**src/common/mtm_pkg.sv**
```systemverilog
// Package with the register map, field layout and reset values of the timer.
package mtm_pkg;

    // Byte offsets of the four registers on the register bus.
    localparam logic [11:0] ADDR_STATUS_CTRL = 12'h000;
    localparam logic [11:0] ADDR_CLOCK_CFG = 12'h004;
    localparam logic [11:0] ADDR_COUNT = 12'h008;
    localparam logic [11:0] ADDR_LIMIT = 12'h00C;

    // Status and control field positions.
    localparam int SC_OVF_BIT = 7;
    localparam int SC_IRQ_EN_BIT = 6;
    localparam int SC_CNT_RST_BIT = 5;
    localparam int SC_HALT_BIT = 4;

    // Clock configuration field positions.
    localparam int CLK_SRC_LSB = 4;
    localparam int CLK_PS_LSB = 0;

    // Count source encodings.
    localparam logic [1:0] SRC_BUS = 2'h0;
    localparam logic [1:0] SRC_FIXED = 2'h1;
    localparam logic [1:0] SRC_PIN_FALL = 2'h2;
    localparam logic [1:0] SRC_PIN_RISE = 2'h3;

    // Highest prescale code with its own ratio; larger codes divide by 256.
    localparam logic [3:0] PS_MAX_CODE = 4'h8;

    // Reset values.
    localparam logic [7:0] RST_COUNT = 8'h00;
    localparam logic [7:0] RST_LIMIT = 8'h00;
    localparam logic [1:0] RST_SRC = SRC_BUS;
    localparam logic [3:0] RST_PS = 4'h0;
    localparam logic RST_HALT = 1'b1;
    localparam logic RST_IRQ_EN = 1'b0;

    // Count value at which a free-running counter wraps.
    localparam logic [7:0] FREE_RUN_TOP = 8'hFF;

endpackage : mtm_pkg

```
**src/core/mtm_edge_sync.sv**
```systemverilog
// Pin synchroniser with rising and falling edge pulses.
`timescale 1ns/1ps
`default_nettype none
module mtm_edge_sync (
    // Clock and reset.
    input wire logic clk_i,
    input wire logic rst_n_i,
    // Asynchronous pin and edge pulses.
    input wire logic pin_i,
    output logic rise_o,
    output logic fall_o
);

    logic meta_reg;
    logic sync_reg;
    logic last_reg;

    // Two flops for the crossing, a third holds the previous level.
    always_ff @(posedge clk_i or negedge rst_n_i) begin
        if (!rst_n_i) begin
            meta_reg <= 1'b0;
            sync_reg <= 1'b0;
            last_reg <= 1'b0;
        end else begin
            meta_reg <= pin_i;
            sync_reg <= meta_reg;
            last_reg <= sync_reg;
        end
    end

    // One pulse per edge, read only from the second and third flops.
    assign rise_o = sync_reg & ~last_reg;
    assign fall_o = ~sync_reg & last_reg;

endmodule : mtm_edge_sync
`default_nettype wire

```
**src/core/mtm_prescaler.sv**
```systemverilog
// Power-of-two prescaler that thins a tick stream.
`timescale 1ns/1ps
`default_nettype none
module mtm_prescaler
    import mtm_pkg::*;
#(
    parameter int DIV_W = 8
) (
    // Clock and reset.
    input wire logic clk_i,
    input wire logic rst_n_i,
    // Input ticks, ratio code and thinned ticks.
    input wire logic tick_i,
    input wire logic [3:0] sel_i,
    output logic tick_o
);

    logic [DIV_W-1:0] div_reg;
    logic [DIV_W-1:0] mask;
    logic [3:0] code;

    // The divider only moves on source ticks, so any source can be scaled.
    always_ff @(posedge clk_i or negedge rst_n_i) begin
        if (!rst_n_i) begin
            div_reg <= '0;
        end else if (tick_i) begin
            div_reg <= div_reg + 1'b1;
        end
    end

    // Codes above the top code fall back to the largest ratio.
    always_comb begin
        code = (sel_i > PS_MAX_CODE) ? PS_MAX_CODE : sel_i;
        mask = DIV_W'((9'h001 << code) - 9'h001);
    end

    // A tick passes when all low bits selected by the ratio are ones.
    assign tick_o = tick_i & ((div_reg & mask) == mask);

endmodule : mtm_prescaler
`default_nettype wire

```
**src/core/mtm_timer.sv**
```systemverilog
// Modulo timer top with its APB register slave.
`timescale 1ns/1ps
`default_nettype none
module mtm_timer
    import mtm_pkg::*;
(
    // Clock and reset.
    input wire logic clk_i,
    input wire logic rst_n_i,
    // APB slave port.
    input wire logic [11:0] paddr_i,
    input wire logic psel_i,
    input wire logic penable_i,
    input wire logic pwrite_i,
    input wire logic [31:0] pwdata_i,
    output logic [31:0] prdata_o,
    output logic pready_o,
    output logic pslverr_o,
    // Count sources from outside the clock domain.
    input wire logic fixed_freq_clock_i,
    input wire logic ext_count_pin_i,
    // Overflow interrupt request.
    output logic irq_o
);

    logic rst_meta_reg;
    logic rst_n_reg;
    logic rst_n;

    // Reset is asserted at once and released through two flops.
    always_ff @(posedge clk_i or negedge rst_n_i) begin
        if (!rst_n_i) begin
            rst_meta_reg <= 1'b0;
            rst_n_reg <= 1'b0;
        end else begin
            rst_meta_reg <= 1'b1;
            rst_n_reg <= rst_meta_reg;
        end
    end

    assign rst_n = rst_n_reg;

    logic pready_reg;
    logic pslverr_reg;
    logic [31:0] prdata_reg;
    logic irq_reg;
    logic [7:0] count_value_reg;
    logic [7:0] modulo_limit_reg;
    logic overflow_flag_reg;
    logic overflow_irq_enable_reg;
    logic counter_halt_reg;
    logic [1:0] source_select_reg;
    logic [3:0] prescale_select_reg;
    logic clear_armed_reg;

    logic access;
    logic capture;
    logic done;
    logic wr_en;
    logic sel_sc;
    logic sel_clk;
    logic sel_cnt;
    logic sel_mod;
    logic hit;
    logic wr_sc;
    logic rd_cap_sc;
    logic cnt_clr;
    logic flag_soft_clr;
    logic [31:0] rd_mux;

    // Bus phases: one wait cycle, then the edge that completes the access.
    assign access = psel_i & penable_i;
    assign capture = access & ~pready_reg;
    assign done = access & pready_reg;
    assign wr_en = done & pwrite_i & ~pslverr_reg;

    // Address decode.
    assign sel_sc = (paddr_i == ADDR_STATUS_CTRL);
    assign sel_clk = (paddr_i == ADDR_CLOCK_CFG);
    assign sel_cnt = (paddr_i == ADDR_COUNT);
    assign sel_mod = (paddr_i == ADDR_LIMIT);
    assign hit = sel_sc | sel_clk | sel_cnt | sel_mod;

    assign wr_sc = wr_en & sel_sc;
    assign rd_cap_sc = capture & ~pwrite_i & sel_sc;

    // A limit write or a counter-reset write clears count and flag.
    assign cnt_clr = (wr_en & sel_mod)
        | (wr_sc & pwdata_i[SC_CNT_RST_BIT]);

    // Second step of the flag clear: zero written after an armed read.
    assign flag_soft_clr = wr_sc & ~pwdata_i[SC_OVF_BIT] & clear_armed_reg;

    // Read multiplexer; reset bit and unused bits read as zero.
    always_comb begin
        rd_mux = 32'h0000_0000;
        if (sel_sc) begin
            rd_mux[SC_OVF_BIT] = overflow_flag_reg;
            rd_mux[SC_IRQ_EN_BIT] = overflow_irq_enable_reg;
            rd_mux[SC_HALT_BIT] = counter_halt_reg;
        end else if (sel_clk) begin
            rd_mux[CLK_SRC_LSB +: 2] = source_select_reg;
            rd_mux[CLK_PS_LSB +: 4] = prescale_select_reg;
        end else if (sel_cnt) begin
            rd_mux[7:0] = count_value_reg;
        end else if (sel_mod) begin
            rd_mux[7:0] = modulo_limit_reg;
        end
    end

    // Ready, error and read data are set in the wait cycle and held one.
    always_ff @(posedge clk_i or negedge rst_n) begin
        if (!rst_n) begin
            pready_reg <= 1'b0;
            pslverr_reg <= 1'b0;
            prdata_reg <= 32'h0000_0000;
        end else begin
            pready_reg <= capture;
            pslverr_reg <= capture & ~hit;
            if (capture & ~pwrite_i) begin
                prdata_reg <= rd_mux;
            end else begin
                prdata_reg <= 32'h0000_0000;
            end
        end
    end

    // Control bits of the status register.
    always_ff @(posedge clk_i or negedge rst_n) begin
        if (!rst_n) begin
            overflow_irq_enable_reg <= RST_IRQ_EN;
            counter_halt_reg <= RST_HALT;
        end else if (wr_sc) begin
            overflow_irq_enable_reg <= pwdata_i[SC_IRQ_EN_BIT];
            counter_halt_reg <= pwdata_i[SC_HALT_BIT];
        end
    end

    // Clock configuration; a change never touches the count.
    always_ff @(posedge clk_i or negedge rst_n) begin
        if (!rst_n) begin
            source_select_reg <= RST_SRC;
            prescale_select_reg <= RST_PS;
        end else if (wr_en & sel_clk) begin
            source_select_reg <= pwdata_i[CLK_SRC_LSB +: 2];
            prescale_select_reg <= pwdata_i[CLK_PS_LSB +: 4];
        end
    end

    // Limit register; every value is accepted as written.
    always_ff @(posedge clk_i or negedge rst_n) begin
        if (!rst_n) begin
            modulo_limit_reg <= RST_LIMIT;
        end else if (wr_en & sel_mod) begin
            modulo_limit_reg <= pwdata_i[7:0];
        end
    end

    logic fixed_rise;
    logic pin_rise;
    logic pin_fall;
    logic src_tick;
    logic cnt_tick;

    // Fixed-frequency clock is counted on its rising edges.
    mtm_edge_sync u_fixed_sync (
        .clk_i(clk_i),
        .rst_n_i(rst_n),
        .pin_i(fixed_freq_clock_i),
        .rise_o(fixed_rise),
        .fall_o()
    );

    // External pin, either edge selectable.
    mtm_edge_sync u_pin_sync (
        .clk_i(clk_i),
        .rst_n_i(rst_n),
        .pin_i(ext_count_pin_i),
        .rise_o(pin_rise),
        .fall_o(pin_fall)
    );

    // Source multiplexer.
    always_comb begin
        case (source_select_reg)
            SRC_BUS: src_tick = 1'b1;
            SRC_FIXED: src_tick = fixed_rise;
            SRC_PIN_FALL: src_tick = pin_fall;
            SRC_PIN_RISE: src_tick = pin_rise;
            default: src_tick = 1'b1;
        endcase
    end

    // Prescaler only sees ticks while the counter runs.
    mtm_prescaler #(
        .DIV_W(8)
    ) u_prescaler (
        .clk_i(clk_i),
        .rst_n_i(rst_n),
        .tick_i(src_tick & ~counter_halt_reg),
        .sel_i(prescale_select_reg),
        .tick_o(cnt_tick)
    );

    logic [7:0] wrap_at;
    logic ovf_evt;

    // A zero limit runs free over the full eight bits.
    assign wrap_at = (modulo_limit_reg == RST_LIMIT) ? FREE_RUN_TOP
        : modulo_limit_reg;

    // The wrap is lost when a clear lands in the same cycle.
    assign ovf_evt = cnt_tick & ~cnt_clr
        & (count_value_reg == wrap_at);

    // Counter: clear, wrap or increment; bus writes to it are ignored.
    always_ff @(posedge clk_i or negedge rst_n) begin
        if (!rst_n) begin
            count_value_reg <= RST_COUNT;
        end else if (cnt_clr) begin
            count_value_reg <= RST_COUNT;
        end else if (ovf_evt) begin
            count_value_reg <= RST_COUNT;
        end else if (cnt_tick) begin
            count_value_reg <= count_value_reg + 8'h01;
        end
    end

    // Overflow flag; a new overflow wins over the two-step clear, but a counter clear suppresses it.
    always_ff @(posedge clk_i or negedge rst_n) begin
        if (!rst_n) begin
            overflow_flag_reg <= 1'b0;
        end else if (ovf_evt) begin
            overflow_flag_reg <= 1'b1;
        end else if (cnt_clr) begin
            overflow_flag_reg <= 1'b0;
        end else if (flag_soft_clr) begin
            overflow_flag_reg <= 1'b0;
        end
    end

    // Read step of the clear: armed by a read that shows the flag set.
    always_ff @(posedge clk_i or negedge rst_n) begin
        if (!rst_n) begin
            clear_armed_reg <= 1'b0;
        end else if (ovf_evt | cnt_clr) begin
            clear_armed_reg <= 1'b0;
        end else if (rd_cap_sc & overflow_flag_reg) begin
            clear_armed_reg <= 1'b1;
        end else if (wr_sc) begin
            clear_armed_reg <= 1'b0;
        end
    end

    // Interrupt request follows flag and enable one cycle later.
    always_ff @(posedge clk_i or negedge rst_n) begin
        if (!rst_n) begin
            irq_reg <= 1'b0;
        end else begin
            irq_reg <= overflow_flag_reg & overflow_irq_enable_reg;
        end
    end

    // Outputs straight from flops.
    assign prdata_o = prdata_reg;
    assign pready_o = pready_reg;
    assign pslverr_o = pslverr_reg;
    assign irq_o = irq_reg;
endmodule : mtm_timer
`default_nettype wire

```
**config.mk**
```make
export PLATFORM = sky130hd
export DESIGN_NAME = mtm_timer
export DESIGN_NICKNAME = d
export VERILOG_FILES = /design/src/common/mtm_pkg.sv /design/src/core/mtm_edge_sync.sv /design/src/core/mtm_prescaler.sv /design/src/core/mtm_timer.sv
export SDC_FILE = /design/constraint.sdc
export NUM_CORES = 1
export LEC_CHECK = 0
export BUFFER_PORTS_ARGS = -buffer_cell sky130_fd_sc_hd__buf_2
export CAP_MARGIN = 10
export CORE_ASPECT_RATIO = 0.7
export CORE_MARGIN = 1
export CORE_UTILIZATION = 56
export CTS_CLUSTER_DIAMETER = 40
export DETAILED_ROUTE_END_ITERATION = 12
export PLACE_DENSITY = 0.95
export SYNTH_ARGS = -nofsm -noshare
export SYNTH_HDL_FRONTEND = slang
export SYNTH_SLANG_ARGS = --single-unit
export TNS_END_PERCENT = 20
```
**constraint.sdc**
```tcl
create_clock -name clk_i -period 3.6 [get_ports clk_i]
set_input_delay 0.54 -clock clk_i [delete_from_list [all_inputs] [get_ports clk_i]]
set_output_delay 0.54 -clock clk_i [all_outputs]
set_load 0.01 [all_outputs]
```
==> metrics, run 1 <==
status finished, final reports clean; CTS root buf clkbuf_8; Final Core Density around 65%; nature of the critical path startpoint flip-flop; switch share 29.42%; die area ~0.0055 mm^2; drt pass-1 iters 4; Starting Density 59.41%; Core Box Area ~0.005 mm^2; worst reg2reg path endpoint count_value_reg[1]; unrepaired setup endpoints after global routing no; Die W 87.83 um; hold slack final between 0.3 and 0.4 ns; max cap viols 0; Total GRT Usage 23.02%; first-pass GRT wire length 9211 um; number of remaining DRC errors 0; Cell Area, Placed 0.003009 mm^2; Syn. warnings 0; fmax 336.9 MHz; number of synthesized register bits 53; clock group share of total power 29.0%; Gate power share 15.2%; Max-slew headroom 29.45%; R2R cell count 9; P_sw 421.4 uW; CTS tree built; largest net degree at the start of global routing 52; GRT overflow 0; DP Cell Count 368; Routed Antenna Nets 0; number of synthesized flops with an enable pin 0; post-route setup TNS 0 ns; Worst Path Max Fanout 9; fraction of registers with async set/reset 100.0%; WL final 5926 um; post-CTS resize count 0; r2r startpoint prescale_select_reg[3]; sequential area share after synthesis 45.97%; critical path startpoint prescale_select_reg[3]; initial antenna violation count 0; Power Internal 1.011 mW; Iter 0 DRT Violations 199; Tightest Hold Check Type input port to flip-flop; Fin Clk Skew about 0.0086 ns; Mapped Area 0.002888 mm^2; fillers 379; Worst Path Arrival between 3 and 4 ns; worst-skew pair later-pin latency roughly 0.30 ns; library cells used by synthesis 52; setup slack after layout 0.6313 ns; Worst Setup EP count_value_reg[1]; Crit. End Element flip-flop; Num CTS Buffers 5; Crit Path Class flip-flop to flip-flop; I/O pins 86; antenna diode count 0; Die Span Y 62.08 um; Worst VDD drop 0.2590 mV; GPL Wtd Cong ~0.86; routed vias/inst between 5 and 6; Syn-to-layout area delta 8.709%; Pwr Density roughly 460 mW/mm^2; Synth Flop Type dfrtp_1; static leakage 1.533 nW; Mean Syn Cell Area ~11 um^2; via count between 2000 and 2500; Worst-path clk slew 0.10 ns; power share of the sequential group 55.8%; routed wire length per instance 15.72 um; clk buf depth 2; pre-CTS WS 0.7046 ns; layout cells sized above 1 25.00%; HPWL after detailed placement 4317 um; Post-Synthesis Cells 273; Tightest Pin Transition 1.058 ns; Period minus WS final 2.969 ns; Worst Path Required 3.83 ns; final slew viol count 0; Design Power 1.432 mW; vias in the first global route about 1900; sequential cell area 0.001329 mm^2; CTS H-tree depth 2; final hold vios 0; CTS sink count 53; floorplan row count 21; Finished Layout Cells approximately 380; Setup violations, final 0; nets 361; R2R setup slack 0.63 ns; final instance area 0.003139 mm^2; multi-input logic area 0.001386 mm^2; period utilisation layout 82.46%; # port buffers 37; postcts setup bufs 0
==> metal layers <==
layer / share of wire [%] / global-route usage (%) / up-vias
li1: - / - / 1005
met1: 45 / 32.49 / 1049
met2: 45 / 35.11 / 98
met3: 8.5 / 5.152 / 11
met4: 1.8 / 8.899 / 0
met5: 0 / 0 / -
==> kinds of logic after synthesis <==
logic type / share of synthesized area, %
AOI/OAI and AO/OA: 8.709
xor gates and xnor gates: 4.246
adders and majority gates: 1.300
buffers and inverters: 9.012
DFF: 45.97
muxes: 9.272
other: 0.2601
and+or+nand+nor: 21.23
==> critical path: stages (launching register included) <==
cell	delay, ns
dfrtp_1	0.50
or4_4	0.58
ha_1	0.30
nor2_1	0.04
a221o_1	0.25
a31oi_1	0.14
nand4b_1	0.30
buf_4	0.28
or3b_1	0.37
a21oi_1	0.15
==> layout make-up <==
class	count	share of cell area, %
multi-input combinational	204	44.16
sequential	53	42.33
tap	69	2.750
clock inverter	2	1.196
clock buffer	6	2.631
timing repair buffer	39	6.457
inverter	4	0.4783
==> Yosys cell counts, types with 2 or more instances <==
library cell / count / area (um^2)
nand3_1: 7 / 35.03
buf_4: 24 / 180.2
dfrtp_1: 52 / 1301
nand4b_1: 2 / 17.52
nor4b_1: 3 / 26.28
buf_6: 3 / 33.78
ha_1: 3 / 37.54
or3_1: 2 / 12.51
nand3b_1: 2 / 15.01
nand2b_1: 4 / 25.02
conb_1: 2 / 7.510
nor4_1: 9 / 56.30
a221o_1: 4 / 40.04
nor3b_1: 2 / 15.01
o21ai_0: 2 / 10.01
or4_1: 4 / 30.03
nor2b_1: 3 / 18.77
mux2_2: 20 / 225.2
nor3_1: 8 / 40.04
inv_1: 4 / 15.01
a31oi_1: 4 / 25.02
xnor2_1: 8 / 70.07
xor2_1: 6 / 52.55
nand4_1: 5 / 31.28
and2_1: 4 / 25.02
a21oi_1: 4 / 20.02
clkbuf_1: 7 / 26.28
and3_1: 7 / 43.79
a22oi_1: 5 / 37.54
a211o_1: 3 / 26.28
nand2_1: 21 / 78.83
nor2_1: 18 / 67.56
mux2i_1: 2 / 20.02
==> cells in the final DEF (no fill, tap or decap), types with 2 or more instances in the layout <==
| cell | count |
|---|---|
| a22oi_1 | 5 |
| nor4b_1 | 3 |
| nor2b_1 | 3 |
| mux2_2 | 20 |
| or4_1 | 4 |
| nand4b_1 | 2 |
| nand3b_1 | 2 |
| o21ai_0 | 2 |
| nand4_1 | 5 |
| and3_1 | 7 |
| a31oi_1 | 4 |
| xnor2_1 | 8 |
| nand2b_1 | 4 |
| nor4_1 | 9 |
| a21oi_1 | 4 |
| nand3_1 | 7 |
| dfrtp_1 | 51 |
| ha_1 | 3 |
| a211o_1 | 3 |
| or3_1 | 2 |
| nor3b_1 | 2 |
| clkbuf_8 | 6 |
| xor2_1 | 6 |
| inv_1 | 4 |
| mux2i_1 | 2 |
| and2_1 | 4 |
| nor2_1 | 18 |
| nor3_1 | 8 |
| buf_2 | 37 |
| conb_1 | 25 |
| nand2_1 | 21 |
| a221o_1 | 4 |
==> timing repair <==
| action | in CTS | in global routing |
|---|---|---|
| endpoints found under the setup margin | 0 | 0 |
| hold endpoints to repair | 2 | 0 |
| hold buffers | 1 | 0 |
==> worst min-delay path by stage <==
stage / start / endpoint / cells past startpoint / slack, ns
finish: ext_count_pin_i / u_pin_sync.meta_reg / 1 / 0.34
global route: ext_count_pin_i / u_pin_sync.meta_reg / 1 / 0.33
CTS: ext_count_pin_i / u_pin_sync.meta_reg / 1 / 0.33
detailed placement: rst_n_i / rst_meta_reg / 1 / 0.33
global placement: rst_n_i / rst_meta_reg / 1 / 0.33
floorplan: rst_n_i / rst_meta_reg / 0 / 0.24
==> power by group through the flow <==
stage / logic (mW) / clock network, mW / registers, mW
after floorplan: 0.241 / 0 / 0.728
after global placement: 0.198 / 0 / 0.800
after detailed placement: 0.211 / 0 / 0.806
after CTS: 0.216 / 0.422 / 0.795
after global routing: 0.245 / 0.439 / 0.817
final: 0.218 / 0.416 / 0.799
(Power assumes the default switching activity.)
==> run 2: changes to the inputs <==
CORE_UTILIZATION = 52   (was 56)
PLACE_DENSITY = 0.92   (was 0.95)
clock period = 2.8 ns   (was 3.6 ns; I/O delays follow)
==> run 2 against run 1 <==
  * Cell count up 3.4%
  * Die area up 7.5%
  * Combinational power up 28%
  * First-iteration DRC count rose by 13%
  * Flip-flop and latch count did not move
  * Largest power group unchanged
  * Maximum frequency increased by 10%
  * Sequential share of layout area shrank 0.84 points
  * Non-clock buffer count is 10 higher
  * Via count up 0.92%
  * Worst setup slack got worse by 0.52 ns
  * Global-route usage down 1.2 points
  * Sequential power grew 28%
  * Critical endpoint is now count_value_reg[0]
==> metrics, run 2 (synthesis gave the netlist of run 1 again) <==
status finished, final reports clean (unchanged); die area 0.005860 mm^2 (was 0.005452 mm^2); CTS H-tree depth 2 (unchanged); CTS root buf clkbuf_8 (unchanged); Worst Path Max Fanout 5 (was 9); Die Span Y 64.35 um (was 62.08 um); Tightest Pin Transition 1.063 ns (was 1.058 ns); routed wire length per instance 14.91 um (was 15.72 um); Iter 0 DRT Violations 224 (was 199); routed vias/inst 5.597 (was 5.737); Num CTS Buffers 5 (unchanged); Starting Density 54.64% (was 59.41%); Routed Antenna Nets 0 (unchanged); fillers 463 (was 379); period utilisation layout 96.17% (was 82.46%); nets 371 (was 361); floorplan row count 22 (was 21); fmax 371.3 MHz (was 336.9 MHz); GRT overflow 0 (unchanged); Core Box Area 0.005285 mm^2 (was 0.004861 mm^2); Final Core Density 60.61% (was 64.58%); max cap viols 0 (unchanged); number of remaining DRC errors 0 (unchanged); Pwr Density 538.0 mW/mm^2 (was 456.3 mW/mm^2); GPL Wtd Cong 0.8955 (was 0.8576); most common cell after layout, fill and taps aside dfrtp_1 (unchanged); antenna diode count 0 (unchanged); Worst Path Arrival 2.93 ns (was 3.20 ns); Critical-path top delay cell or4_4 (unchanged); CTS sink count 53 (unchanged); Period minus WS final 2.693 ns (was 2.969 ns); final hold vios 0 (unchanged); worst-skew pair later-pin latency 0.30 ns (about the same); Max-slew headroom 29.14% (was 29.45%); commonest cells after routing, fill and taps aside dfrtp_1 (51), buf_2 (37), conb_1 (25) (unchanged); setup slack after layout 0.1071 ns (was 0.6313 ns); pre-CTS WS -0.01056 ns (was 0.7046 ns); nature of the critical path startpoint flip-flop (unchanged); via count 2183 (was 2163); clk buf depth 2 (unchanged); CP cell instances or4_4 > ha_1 > nor2_1 > a221o_1 > a31oi_1 > nand4b_1 > buf_4 > or3_1 > a21oi_2 (was or4_4 > ha_1 > nor2_1 > a221o_1 > a31oi_1 > nand4b_1 > buf_4 > or3b_1 > a21oi_1); critical path's largest stage delay 0.56 ns (was 0.58 ns); Worst Path Required 3.04 ns (was 3.83 ns); Setup violations, final 0 (unchanged); WL final 5815 um (was 5926 um); Syn-to-layout area delta 10.92% (was 8.709%); Tightest Hold Check Type input port to flip-flop (unchanged); HPWL after detailed placement 4255 um (was 4317 um); initial antenna violation count 0 (unchanged); drt pass-1 iters 4 (unchanged); largest net degree at the start of global routing 52 (unchanged); Die W 91.07 um (was 87.83 um); first-pass GRT wire length 9936 um (was 9211 um); final slew viol count 0 (unchanged); Total GRT Usage 21.83% (was 23.02%); CTS tree built (unchanged); Worst-path clk slew 0.09 ns (was 0.10 ns); layout cells sized above 1 28.30% (was 25.00%); Worst VDD drop 0.2812 mV (was 0.2590 mV); vias in the first global route 2093 (was 1922); # port buffers 37 (unchanged); unrepaired setup endpoints after global routing yes (was no); static leakage 1.567 nW (was 1.533 nW); Crit Path Class flip-flop to flip-flop (unchanged); Fin Clk Skew 0.003287 ns (was 0.008648 ns); Crit. End Element flip-flop (unchanged); I/O pins 86 (unchanged)
==> run 2: path summary, 6_finish.rpt <==
kind	startpoint	to	slack [ns]	cells after the start
max	prescale_select_reg[3]	count_value_reg[0]	0.11	9
min	ext_count_pin_i	u_pin_sync.meta_reg	0.22	1
max reg2reg	prescale_select_reg[3]	count_value_reg[0]	0.11	9
min reg2reg	u_fixed_sync.meta_reg	u_fixed_sync.sync_reg	0.36	0
max in group asynchronous	rst_n	prdata_o[4]	1.68	0
min in group asynchronous	rst_n_i	rst_meta_reg	0.42	2
==> run 2: critical path: cells and delay by family, from the launching register on <==
| family | cells | cell delay [ns] |
|---|---|---|
| adder cells (fa/ha/maj) | 1 | 0.30 |
| AO/OA/AOI/OAI | 3 | 0.50 |
| buffers and inverters | 1 | 0.23 |
| flip-flops | 1 | 0.42 |
| AND/OR/NAND/NOR | 4 | 1.17 |
==> run 2: power breakdown <==
part	internal, mW	total (mW)	switching [mW]
combinational	0.154	0.278	0.123
clock	0.176	0.422	0.247
sequential	0.855	1.02	0.168
total	1.18	1.72	0.538
==> run 2: per-stage QoR <==
stage / power [mW] / std cells / cell area [um^2] / hold slack [ns] / setup TNS (ns)
5_1_grt: 1.832 / 390 / 3203 / 0.1934 / -0.0005760
4_1_cts: 1.727 / 390 / 3189 / 0.2067 / 0
6_report: 1.723 / 390 / 3203 / 0.2181 / 0
3_5_place_dp: 1.298 / 380 / 3080 / 0.2082 / -0.03079
2_1_floorplan: 1.247 / 296 / 2974 / 0.1244 / 0
3_3_place_gp: 1.280 / 380 / 3080 / 0.2066 / 0
==> run 2: final cells by class <==
cell class	instances	area (um^2)	share of cell area (%)
tap	72	90.09	2.813
timing repair buffer	49	277.8	8.672
sequential	53	1329	41.48
clock buffer	5	68.82	2.148
clock inverter	3	22.52	0.7031
multi-input combinational	204	1400	43.71
inverter	4	15.01	0.4688
==> run 2: per-layer routing <==
layer,global-route usage (%),part of all wire (%)
met2,32.39,46
met4,6.548,1.0
met3,5.833,8.7
met5,0,0
met1,31.33,44
==> run 2: timing repair <==
| action | 4_1_cts | 5_1_grt |
|---|---|---|
| gates resized for setup | 0 | 3 |
| setup buffers | 1 | 0 |
| hold buffers | 1 | 0 |
| endpoints found under the setup margin | 6 | 4 |
| pin swaps | 1 | 1 |
| hold endpoints to repair | 2 | 0 |
==> run 3: changes to the inputs <==
ABC_AREA = 1   (was not set)
CORE_UTILIZATION = 53   (was 52)
==> run 3 against run 2 <==
  * Global-route usage increased by 3.0 points
  * Critical endpoint is now count_value_reg[3]
  * Critical path depth grew 2
  * Via count up 30%
  * Synthesized cell count is 54% higher
  * Non-clock buffer count down 11
  * Die area increased by 8.9%
  * Register-to-register slack better by 0.57 ns
  * Count of clock-buffer cells in the layout rose by 1
  * Hold slack lost 0.0081 ns
  * Worst setup slack better by 0.57 ns
  * Clock power increased by 3%
  * First-iteration DRC count is 1.3% lower
==> metrics, run 3 <==
max cap viols 0 (unchanged); Top cell by count, worst path nand2_1; wire length on met2 3045 um (was 2677 um); Fin Clk Skew 0.007312 ns (was 0.003287 ns); WL final 7069 um (was 5815 um); commonest cells after routing, fill and taps aside nand2_1 (119), inv_1 (66), dfrtp_1 (51) (was dfrtp_1 (51), buf_2 (37), conb_1 (25)); Setup violations, final 0 (unchanged); GPL Wtd Cong 0.9017 (was 0.8955); Core Box Area 0.005784 mm^2 (was 0.005285 mm^2); Pwr Density 550.5 mW/mm^2 (was 538.0 mW/mm^2); max layer used met4 (unchanged); antenna diode count 0 (unchanged); nets 516 (was 371); CTS root buf clkbuf_8 (unchanged); post-CTS resize count 0 (unchanged); Die W 95.05 um (was 91.07 um); Routed Antenna Nets 0 (unchanged); static leakage 1.913 nW (was 1.567 nW); Post-Synthesis Cells 421 (was 273); Synth top area share 40.51% (was 45.06%); number of synthesized register bits 53 (unchanged); Max-slew headroom 27.38% (was 29.14%); ranking of synthesized cells by area dfrtp_1 (41%), nand2_1 (14%), inv_1 (7.7%), buf_4 (5.8%), nor2_1 (4.4%) (was dfrtp_1 (45%), mux2_2 (7.8%), buf_4 (6.2%), nand2_1 (2.7%), xnor2_1 (2.4%)); Crit Path Class flip-flop to flip-flop (unchanged); Die Span Y 67.13 um (was 64.35 um); most common cell after layout, fill and taps aside nand2_1 (was dfrtp_1); largest net degree at the start of global routing 52 (unchanged); Starting Density 55.53% (was 54.64%); Period minus WS final 2.123 ns (was 2.693 ns); routed wire length per instance 13.14 um (was 14.91 um); Worst Path Required 3.05 ns (was 3.04 ns); hold slack final 0.2101 ns (was 0.2181 ns); Total GRT Usage 24.81% (was 21.83%); nature of the critical path startpoint flip-flop (unchanged); Tightest Hold Check Type input port to flip-flop (unchanged); CTS H-tree depth 2 (unchanged); most frequent cell after synthesis nand2_1 (was dfrtp_1); GRT overflow 0 (unchanged); Mapped Area 0.003212 mm^2 (was 0.002888 mm^2); vias in the first global route 2667 (was 2093); met3 wire len 631 um (was 505 um); fraction of registers with async set/reset 100.0% (unchanged); CTS sink count 53 (unchanged); status finished, final reports clean (unchanged); number of remaining DRC errors 0 (unchanged); Tightest Pin Transition 1.089 ns (was 1.063 ns); I/O pins 86 (unchanged); Num CTS Buffers 5 (unchanged); worst-skew pair later-pin latency 0.31 ns (was 0.30 ns); clk buf depth 2 (unchanged); buffer and inverter count on the worst path 1 (unchanged); Iter 0 DRT Violations 221 (was 224); number of synthesized flops with an enable pin 0 (unchanged); Worst Path Max Fanout 9 (was 5); Worst VDD drop 0.2508 mV (was 0.2812 mV); Synth Flop Type dfrtp_1 (unchanged); Worst Path Arrival 2.37 ns (was 2.93 ns); Mean Syn Cell Area 7.629 um^2 (was 10.58 um^2); first-pass GRT wire length 11990 um (was 9936 um); critical path's largest stage delay 0.45 ns (was 0.56 ns); via count 2839 (was 2183); sequential area share after synthesis 41.33% (was 45.97%); floorplan row count 23 (was 22); initial antenna violation count 0 (unchanged); post-route setup TNS 0 ns (unchanged); Synth area leader dfrtp_1 (unchanged); Critical-path top delay cell dfrtp_1 (was or4_4); CP cell instances nor2_2 > nand2_1 > ha_1 > or2_2 > nand3_1 > nor2_1 > nand4_2 > inv_2 > nor2_4 > nand2_1 > nand2_1 (was or4_4 > ha_1 > nor2_1 > a221o_1 > a31oi_1 > nand4b_1 > buf_4 > or3_1 > a21oi_2); final hold vios 0 (unchanged); drt pass-1 iters 5 (was 4); CTS tree built (unchanged); unrepaired setup endpoints after global routing no (was yes); period utilisation layout 75.82% (was 96.17%); layout cells sized above 1 16.41% (was 28.30%); die area 0.006380 mm^2 (was 0.005860 mm^2); HPWL after detailed placement 5336 um (was 4255 um); CP Depth 11 (was 9); Syn-to-layout area delta 8.376% (was 10.92%); fmax 471.0 MHz (was 371.3 MHz); Crit. End Element flip-flop (unchanged); routed vias/inst 5.277 (was 5.597); delay-heaviest family, CP simple AND/OR/NAND/NOR gates (unchanged); Hold Path Stages 1 (unchanged); # port buffers 37 (unchanged); R2R cell count 11 (was 9); library cells used by synthesis 36 (was 52); Syn. warnings 0 (unchanged); final slew viol count 0 (unchanged); Commonest cells post-synth nand2_1 (119), inv_1 (66), dfrtp_1 (52) (was dfrtp_1 (52), buf_4 (24), nand2_1 (21)); DRT met1 WL 3237 um (was 2570 um); Worst-path clk slew 0.09 ns (about the same)
-- run 3: cell count changes after synthesis, sizes merged, moves of 6 or more --
cell    change
nand4      +10
mux2       -19
nand2     +104
o221ai      +6
o21ai      +18
clkbuf      -6
nor2       +28
nand3      +12
nor4       -10
and3        -7
inv        +64
-- run 3: power breakdown --
part	internal (mW)	switching, mW	total [mW]	leakage, nW
clock network	0.177	0.258	0.435	0.0374
logic	0.196	0.277	0.473	1.19
registers	0.864	0.144	1.01	0.681
-- run 3: path summary, 6_finish.rpt --
kind / start / endpoint / slack (ns)
worst min-delay path: fixed_freq_clock_i / u_fixed_sync.meta_reg / 0.21
worst max-delay path: prescale_select_reg[3] / count_value_reg[3] / 0.68
worst max register to register: prescale_select_reg[3] / count_value_reg[3] / 0.68
worst min register to register: u_pin_sync.meta_reg / u_pin_sync.sync_reg / 0.37
max in group asynchronous: rst_n / prdata_o[3] / 1.65
min in group asynchronous: rst_n_i / rst_n / 0.42
-- run 3: layout make-up --
type	instances	area, um^2
Inverter	69	259.0
Sequential cell	53	1329
Clock buffer	6	72.57
Tap cell	75	93.84
Multi-Input combinational cell	295	1516
Fill cell	523	2303
Clock inverter	2	15.01
Timing Repair Buffer	38	195.2
-- run 3: per-stage QoR --
stage / setup WS (ns) / cells / power [mW] / utilization, % / cell area, um^2
after detailed placement: 0.7480 / 529 / 1.484 / 58.49 / 3383
final: 0.6770 / 538 / 1.916 / 60.18 / 3481
after CTS: 0.7229 / 538 / 1.913 / 60.18 / 3481
after floorplan: 0.9844 / 444 / 1.383 / - / 3298
after global placement: 0.7804 / 529 / 1.453 / 58.49 / 3383
after global routing: 0.5713 / 538 / 2.050 / 60.18 / 3481
-- run 3: repair_timing --
action	CTS	global route
setup buffers	0	0
endpoints found under the hold margin	2	0
setup endpoints to repair	0	0
hold buffers	1	0
-- run 3: cells by family (layout without fill, tap and decap cells) --
group | count (synthesis) | after routing | share of synthesized area, %
AND/OR/NAND/NOR | 214 | 214 | 31.01
buffers and inverters | 96 | 115 | 14.14
flip-flops | 53 | 53 | 41.33
adder cells (fa/ha/maj) | 3 | 3 | 1.169
multiplexers | 1 | 1 | 0.3506
AO/OA/AOI/OAI | 39 | 39 | 8.219
XOR/XNOR | 13 | 13 | 3.545
other | 2 | 25 | 0.2338
-- run 3: layer usage --
layer  track usage (%)  vias up
met5                 0        -
met4             8.333        0
met3             4.955       21
met2             39.03      162
met1             34.59     1306
li1                  -     1350
